`src/verilog/line_pulse_params.svh`:
```
/*
 * constants for the line pulse timing registers: sub-addresses,
 * reset values and field layout of the high-byte registers.
 * assumes it is included by bare name from the package and top module.
 */
`ifndef LINE_PULSE_PARAMS_SVH
`define LINE_PULSE_PARAMS_SVH

// Contract
// - gain-gate start low byte at 0x08, reset 0x3f
// - gain-gate start bits 9:8 at 0x09, reset 0x03
// - gain-gate end low byte at 0x0a, reset 0x00
// - gain-gate end bits 9:8 at 0x0b, reset 0
// - line-sync start low byte at 0x0c, reset 0x3b
// - line-sync start bits 9:8 at 0x0d, reset 0x03
// - line-sync end low byte at 0x0e, reset 0x20
// - high-byte upper bits ignore writes, read zero
// - gain-gate pulse placed by start and end delays
// - active-low line-sync pin placed by delays
// - line-sync end bits 9:8 at 0x0f, reset 0

// ----------------------------------------------------------------
// sub-addresses
// ----------------------------------------------------------------
`define LP_ADDR_AGC_START_LO 8'h08
`define LP_ADDR_AGC_START_HI 8'h09
`define LP_ADDR_AGC_END_LO 8'h0a
`define LP_ADDR_AGC_END_HI 8'h0b
`define LP_ADDR_SYNC_START_LO 8'h0c
`define LP_ADDR_SYNC_START_HI 8'h0d
`define LP_ADDR_SYNC_END_LO 8'h0e
`define LP_ADDR_SYNC_END_HI 8'h0f

// ----------------------------------------------------------------
// reset values
// ----------------------------------------------------------------
`define LP_RST_AGC_START_LO 8'h3f
`define LP_RST_AGC_START_HI 2'h3
`define LP_RST_AGC_END_LO 8'h00
`define LP_RST_AGC_END_HI 2'h0
`define LP_RST_SYNC_START_LO 8'h3b
`define LP_RST_SYNC_START_HI 2'h3
`define LP_RST_SYNC_END_LO 8'h20
`define LP_RST_SYNC_END_HI 2'h0

// ----------------------------------------------------------------
// field layout of a high-byte register
// ----------------------------------------------------------------
`define LP_HI_FIELD_W 2
`define LP_HI_PAD_W 6

`endif

```
`src/verilog/line_pulse_pkg.sv`:
```
/*
 * types shared by the line pulse timing block.
 * assumes line_pulse_params.svh is on the include path.
 */
`default_nettype none
`include "line_pulse_params.svh"

package line_pulse_pkg;

    // one programmed pulse: start and end delay halves
    typedef struct packed {
        logic [1:0] start_hi;
        logic [7:0] start_lo;
        logic [1:0] end_hi;
        logic [7:0] end_lo;
    } pulse_cfg_t;

    // register write request from the serial bus front end
    typedef struct packed {
        logic       we;
        logic [7:0] addr;
        logic [7:0] wdata;
    } reg_req_t;

endpackage

`default_nettype wire

```
`src/verilog/line_pulse_timing_regs.sv`:
```
/*
 * timing registers and pulse generators for the gain-gate pulse and
 * the active-low line-sync output, both counted in pixel clocks.
 * assumes the serial control bus front end delivers a decoded write
 * strobe with sub-address and byte, and reads combinationally via
 * rd_addr_i with data returned registered one cycle later; the line
 * reference is a one-cycle pulse synchronous to clk_sys_i.
 */
`default_nettype none
`include "line_pulse_params.svh"

module line_pulse_timing_regs #(
    parameter int CNT_W = 10
) (
    input wire logic clk_sys_i,                     // pixel clock
    input wire logic rst_b_i,                       // async reset, low
    input wire line_pulse_pkg::reg_req_t req_i,     // write request
    input wire logic [7:0] rd_addr_i,               // read sub-address
    input wire logic line_ref_i,                    // line start pulse
    output logic [7:0] rd_data_o,                   // read byte
    output logic agc_gate_pulse_o,                  // gain-gate, high
    output logic line_sync_b_o                      // line sync, low
);

    // ------------------------------------------------------------
    // register file
    // ------------------------------------------------------------
    line_pulse_pkg::pulse_cfg_t agc_r, agc_nxt;
    line_pulse_pkg::pulse_cfg_t sync_r, sync_nxt;
    logic [7:0] rd_data_r, rd_data_nxt;

    // write decode; high registers keep only bits 9:8
    always_comb begin
        agc_nxt = agc_r;
        sync_nxt = sync_r;
        if (req_i.we) begin
            unique case (req_i.addr)
                `LP_ADDR_AGC_START_LO: agc_nxt.start_lo = req_i.wdata;
                `LP_ADDR_AGC_START_HI: agc_nxt.start_hi = req_i.wdata[1:0];
                `LP_ADDR_AGC_END_LO: agc_nxt.end_lo = req_i.wdata;
                `LP_ADDR_AGC_END_HI: agc_nxt.end_hi = req_i.wdata[1:0];
                `LP_ADDR_SYNC_START_LO: sync_nxt.start_lo = req_i.wdata;
                `LP_ADDR_SYNC_START_HI: sync_nxt.start_hi = req_i.wdata[1:0];
                `LP_ADDR_SYNC_END_LO: sync_nxt.end_lo = req_i.wdata;
                `LP_ADDR_SYNC_END_HI: sync_nxt.end_hi = req_i.wdata[1:0];
                default: ;
            endcase
        end
    end

    // read mux; upper bits of high registers read zero
    always_comb begin
        rd_data_nxt = 8'h00;
        unique case (rd_addr_i)
            `LP_ADDR_AGC_START_LO: rd_data_nxt = agc_r.start_lo;
            `LP_ADDR_AGC_START_HI: rd_data_nxt = {6'h00, agc_r.start_hi};
            `LP_ADDR_AGC_END_LO: rd_data_nxt = agc_r.end_lo;
            `LP_ADDR_AGC_END_HI: rd_data_nxt = {6'h00, agc_r.end_hi};
            `LP_ADDR_SYNC_START_LO: rd_data_nxt = sync_r.start_lo;
            `LP_ADDR_SYNC_START_HI: rd_data_nxt = {6'h00, sync_r.start_hi};
            `LP_ADDR_SYNC_END_LO: rd_data_nxt = sync_r.end_lo;
            `LP_ADDR_SYNC_END_HI: rd_data_nxt = {6'h00, sync_r.end_hi};
            default: rd_data_nxt = 8'h00;
        endcase
    end

    // register storage with documented reset values
    always_ff @(posedge clk_sys_i or negedge rst_b_i) begin
        if (!rst_b_i) begin
            agc_r.start_lo <= `LP_RST_AGC_START_LO;
            agc_r.start_hi <= `LP_RST_AGC_START_HI;
            agc_r.end_lo <= `LP_RST_AGC_END_LO;
            agc_r.end_hi <= `LP_RST_AGC_END_HI;
            sync_r.start_lo <= `LP_RST_SYNC_START_LO;
            sync_r.start_hi <= `LP_RST_SYNC_START_HI;
            sync_r.end_lo <= `LP_RST_SYNC_END_LO;
            sync_r.end_hi <= `LP_RST_SYNC_END_HI;
            rd_data_r <= 8'h00;
        end else begin
            agc_r <= agc_nxt;
            sync_r <= sync_nxt;
            rd_data_r <= rd_data_nxt;
        end
    end

    // ------------------------------------------------------------
    // per-line pixel counter and pulse generation
    // ------------------------------------------------------------
    logic [CNT_W-1:0] pix_cnt_r, pix_cnt_nxt;
    logic agc_on_r, agc_on_nxt;
    logic sync_on_r, sync_on_nxt;
    logic [9:0] agc_start, agc_end, sync_start, sync_end;

    // delays are high bits over low byte, unsigned
    assign agc_start = {agc_r.start_hi, agc_r.start_lo};
    assign agc_end = {agc_r.end_hi, agc_r.end_lo};
    assign sync_start = {sync_r.start_hi, sync_r.start_lo};
    assign sync_end = {sync_r.end_hi, sync_r.end_lo};

    // counter restarts at the line reference; end match wins on a tie
    always_comb begin
        pix_cnt_nxt = line_ref_i ? '0 : pix_cnt_r + 1'b1;
        agc_on_nxt = agc_on_r;
        if (pix_cnt_nxt == CNT_W'(agc_start)) agc_on_nxt = 1'b1;
        if (pix_cnt_nxt == CNT_W'(agc_end)) agc_on_nxt = 1'b0;
        sync_on_nxt = sync_on_r;
        if (pix_cnt_nxt == CNT_W'(sync_start)) sync_on_nxt = 1'b1;
        if (pix_cnt_nxt == CNT_W'(sync_end)) sync_on_nxt = 1'b0;
    end

    // counter and pulse state
    always_ff @(posedge clk_sys_i or negedge rst_b_i) begin
        if (!rst_b_i) begin
            pix_cnt_r <= '0;
            agc_on_r <= 1'b0;
            sync_on_r <= 1'b0;
        end else begin
            pix_cnt_r <= pix_cnt_nxt;
            agc_on_r <= agc_on_nxt;
            sync_on_r <= sync_on_nxt;
        end
    end

    // outputs from flip-flops; line sync is the sync flop inverted
    assign rd_data_o = rd_data_r;
    assign agc_gate_pulse_o = agc_on_r;
    assign line_sync_b_o = ~sync_on_r;

endmodule

`default_nettype wire

```
`config.mk`:
```
export PLATFORM = sky130hd
export DESIGN_NAME = line_pulse_timing_regs
export DESIGN_NICKNAME = d
export VERILOG_FILES = /design/src/verilog/line_pulse_pkg.sv /design/src/verilog/line_pulse_timing_regs.sv
export VERILOG_INCLUDE_DIRS = /design/src /design/src/verilog
export SDC_FILE = /design/constraint.sdc
export NUM_CORES = 1
export LEC_CHECK = 0
export BUFFER_PORTS_ARGS = -buffer_cell sky130_fd_sc_hd__buf_2
export CORE_AREA = 5 5 82 84
export CTS_BUF_LIST = sky130_fd_sc_hd__clkbuf_4 sky130_fd_sc_hd__clkbuf_8 sky130_fd_sc_hd__clkbuf_16
export CTS_CLUSTER_SIZE = 40
export DETAILED_ROUTE_END_ITERATION = 16
export DIE_AREA = 0 0 87 89
export GPL_TIMING_DRIVEN = 0
export HOLD_SLACK_MARGIN = 0.06
export PLACE_DENSITY = 0.78
export SLEW_MARGIN = 0
export SYNTH_ARGS = -nofsm -noshare
export SYNTH_HDL_FRONTEND = slang
export SYNTH_SLANG_ARGS = --single-unit
```
`constraint.sdc`:
```
create_clock -name clk_sys_i -period 3.3 [get_ports clk_sys_i]
set_input_delay 0.495 -clock clk_sys_i [delete_from_list [all_inputs] [get_ports clk_sys_i]]
set_output_delay 0.495 -clock clk_sys_i [all_outputs]
set_load 0.02 [all_outputs]
```
==> flow_summary.toml <==
[final_layout]
stdcell_count = 411
commonest_non_fill_non_tap_cell_in_the_layout = "sky130_fd_sc_hd__dfrtp_1"
areaGrowthSynthToFinish_pct = 13.2
post_route_cells_drive_above_1_share = 0.369
final_design_area_no_fill_um2 = 3780
final_cell_mix = "sky130_fd_sc_hd__dfrtp_1, sky130_fd_sc_hd__mux2_2, sky130_fd_sc_hd__buf_2"
total_number_of_nets_in_the_final_design = 360
diodes = 0
utilization = 0.646

[synthesis]
post_synthesis_compound_gate_area_fraction = 0.0776
register_bit_count_reported_by_yosys = 60
post_synth_xor_area_fraction = 0.0682
syn-instance-count = 288
netlist_area_um2 = 3340
synthSimpleGateAreaFrac = 0.166
synth_edf_count = 0
yosysWarningCount = 0
synthDistinctLibCells = 50
synth_top_family_by_area = "multiplexers"
synth.avg_cell_area_um2 = 11.6
synth_async_reset_ratio = 1.00
synthesized_area_fraction_occupied_by_adder_cells = 0.00375
seq_area_frac_synth = 0.456
yosys-mux-area-fraction = 0.208
yosys_most_used_dff = "sky130_fd_sc_hd__dfrtp_1"
synth_fp_nets = 317

[detailed_routing]
first_pass_iters = 5
drc = 0
via_per_instance_ratio = 6.13
vias = 2520
post_drt_wl_per_cell_um = 19.1
ant_nets = 0
routed_wl_um = 7830
drt_first_iter_violations = 177

[clock_network]
cts.repair_timing.setup_buffer_count = 0
ctsHtreeMaxLevel = 3
numCtsBuffers = 9
worst_skew_late_latency_ns = 0.34
cts.sinks = 60
root_buf_cell = "sky130_fd_sc_hd__clkbuf_8"
post_cts_resize_count = 0
cts_hold_repair.buffers = 0
tritoncts = "done"
clkSlewWorstSetupHoldPaths_ns = 0.06
clk_path_buf_depth = 2

[run_status]
run_status = "finished, final reports clean"

[sta]
timing.slew.headroom = 0.285
timing.final.max_slew_violations = 0
setup-tns-final_ns = 0
grt_setup_unrepaired = "no"
hold_viol_final = 0
timing.final.crit_period_ns = 2.74
count_of_endpoints_failing_setup_in_the_final_report = 0
timing_worst_slew_pin_value_ns = 1.07
holdWs_ns = 0.225
fmaxAchievable_mhz = 365
fin_worst_skew_ns = 0.00924
fraction_of_the_cycle_the_final_worst_path_needs = 0.830

[hold_path]
hold_path_class = "in -> async"

[floorplan]
top_level_ports = 38
dieArea_um2 = 7740
die_x_um = 87
die_h_um = 89
rows = 28
starting_density_of_the_core = 0.571
core_region_area_um2 = 5850

[power]
vdd.ir_drop.worst_uv = 256
p_per_area_nw_per_um2 = 430
leakage_uw = 0.00178

[place]
detailed_place_hpwl_um = 5600
io_buffer_count = 32
placed_cells = 395
global_placer_s_final_weighted_congestion = 0.918
detailed_place.area_um2 = 3590

[grt]
met2_usage = 0.367
grt_util_all_layers = 0.221
global_route.overflow_total = 0
use_met3 = 0.0359
grt_pass1_wl_um = 12700
grt_most_used_layer = "met2"
grt_util_met1 = 0.292
grt_start_max_net_pins = 61
via_count_of_the_first_global_routing_pass = 2562
grt_antenna_before_repair = 0

[setup_path]
end_kind = "flip-flop"
cp.required_ns = 3.52
r2r-end = "sync_on_r"
timing.setup.critical_path_class = "in -> reg"
start_kind = "input port"
worst-endpoint-arrival_ns = 2.95
rr_startpoint = "pix_cnt_r[0]"
setup.worst_path.start = "req_i[12]"
reg2reg_depth = 7
path_max_fanout = 8
worst_r2r_setup_slack_ns = 0.60

[job]
timing.max_cap.violations = 0
-- worst max-delay path, stage by stage --
cell	delay (ns)
sky130_fd_sc_hd__buf_2	0.09
sky130_fd_sc_hd__or4b_2	0.65
sky130_fd_sc_hd__nor3b_1	0.27
sky130_fd_sc_hd__nand2b_1	0.18
sky130_fd_sc_hd__nor3_2	0.84
sky130_fd_sc_hd__mux2_2	0.42
-- sequential cells by signal (all words and copies together) (netlist names) --
| signal | flops |
|---|---|
| agc_end | 10 |
| agc_r | 10 |
| pix_cnt_r | 10 |
| sync_end | 10 |
| sync_r | 10 |
| rd_data_o | 8 |
| agc_gate_pulse_o | 1 |
| sync_on_r | 1 |
-- cell usage after synthesis, types with 2 or more instances --
master	count	area [µm²]
sky130_fd_sc_hd__dfrtp_1	44	1100
sky130_fd_sc_hd__mux2_2	42	473
sky130_fd_sc_hd__xor2_1	18	158
sky130_fd_sc_hd__dfstp_2	16	420
sky130_fd_sc_hd__nor2_1	16	60.1
sky130_fd_sc_hd__nand2_1	10	37.5
sky130_fd_sc_hd__nor2b_1	10	62.6
sky130_fd_sc_hd__a21oi_1	8	40.0
sky130_fd_sc_hd__inv_1	8	30.0
sky130_fd_sc_hd__mux4_2	8	180
sky130_fd_sc_hd__xnor2_1	8	70.1
sky130_fd_sc_hd__nand4_1	7	43.8
sky130_fd_sc_hd__nor3b_1	6	45.0
sky130_fd_sc_hd__nor4_1	6	37.5
sky130_fd_sc_hd__clkbuf_1	5	18.8
sky130_fd_sc_hd__nand3_1	5	25.0
sky130_fd_sc_hd__nor4b_1	5	43.8
sky130_fd_sc_hd__or3_1	5	31.3
sky130_fd_sc_hd__a31oi_1	4	25.0
sky130_fd_sc_hd__and3_1	4	25.0
sky130_fd_sc_hd__mux2i_1	4	40.0
sky130_fd_sc_hd__nor3_1	4	20.0
sky130_fd_sc_hd__a211oi_1	3	22.5
sky130_fd_sc_hd__a22oi_1	3	22.5
sky130_fd_sc_hd__buf_1	3	11.3
sky130_fd_sc_hd__o211ai_1	3	22.5
sky130_fd_sc_hd__o21ai_0	3	15.0
sky130_fd_sc_hd__o32ai_1	3	26.3
sky130_fd_sc_hd__or4_1	3	22.5
sky130_fd_sc_hd__buf_2	2	10.0
sky130_fd_sc_hd__nand3b_1	2	15.0
sky130_fd_sc_hd__or2_2	2	12.5
-- stage by stage --
stage          total power [µW]  setup WS, ns
5_1_grt                    1690         0.366
3_3_place_gp               1010         0.281
6_report                   1620         0.561
4_1_cts                    1630         0.568
2_1_floorplan               943         0.739
3_5_place_dp               1020         0.217
-- power breakdown --
part | leakage (µW) | internal (µW) | switching (µW)
logic | 0.000908 | 92.4 | 108
registers | 0.000770 | 776 | 34.2
clock network | 0.000101 | 337 | 275
-- logic make-up (layout without fill, tap and decap cells) --
| family | after synthesis | in the layout |
|---|---|---|
| and+or+nand+nor | 93 | 93 |
| buffers and inverters | 18 | 66 |
| AOI/OAI and AO/OA | 36 | 36 |
| adders and majority gates | 1 | 1 |
| xor gates and xnor gates | 26 | 26 |
| muxes | 54 | 54 |
| DFF | 60 | 60 |
-- layout make-up --
cell class	instances	area [µm²]
inverter	8	30.0
multi-input combinational	210	1750
timing repair buffer	32	163
clock inverter	2	10.0
buffer	10	40.0
tap	75	93.8
clock buffer	14	174
fill	456	2070
sequential	60	1520
-- metal layers --
layer  share of wire  wire [µm]
met4           0.016        126
met1            0.43       3370
met5               0          0
met3           0.060        473
met2            0.49       3860
-- how the worst max path moves through the flow --
| stage | to | slack, ns |
|---|---|---|
| floorplan | sync_on_r | 0.74 |
| global placement | agc_r[17] | 0.28 |
| detailed placement | agc_r[17] | 0.22 |
| CTS | agc_r[17] | 0.57 |
| global route | sync_on_r | 0.37 |
| finish | agc_r[17] | 0.56 |
(Power assumes the default switching activity.)
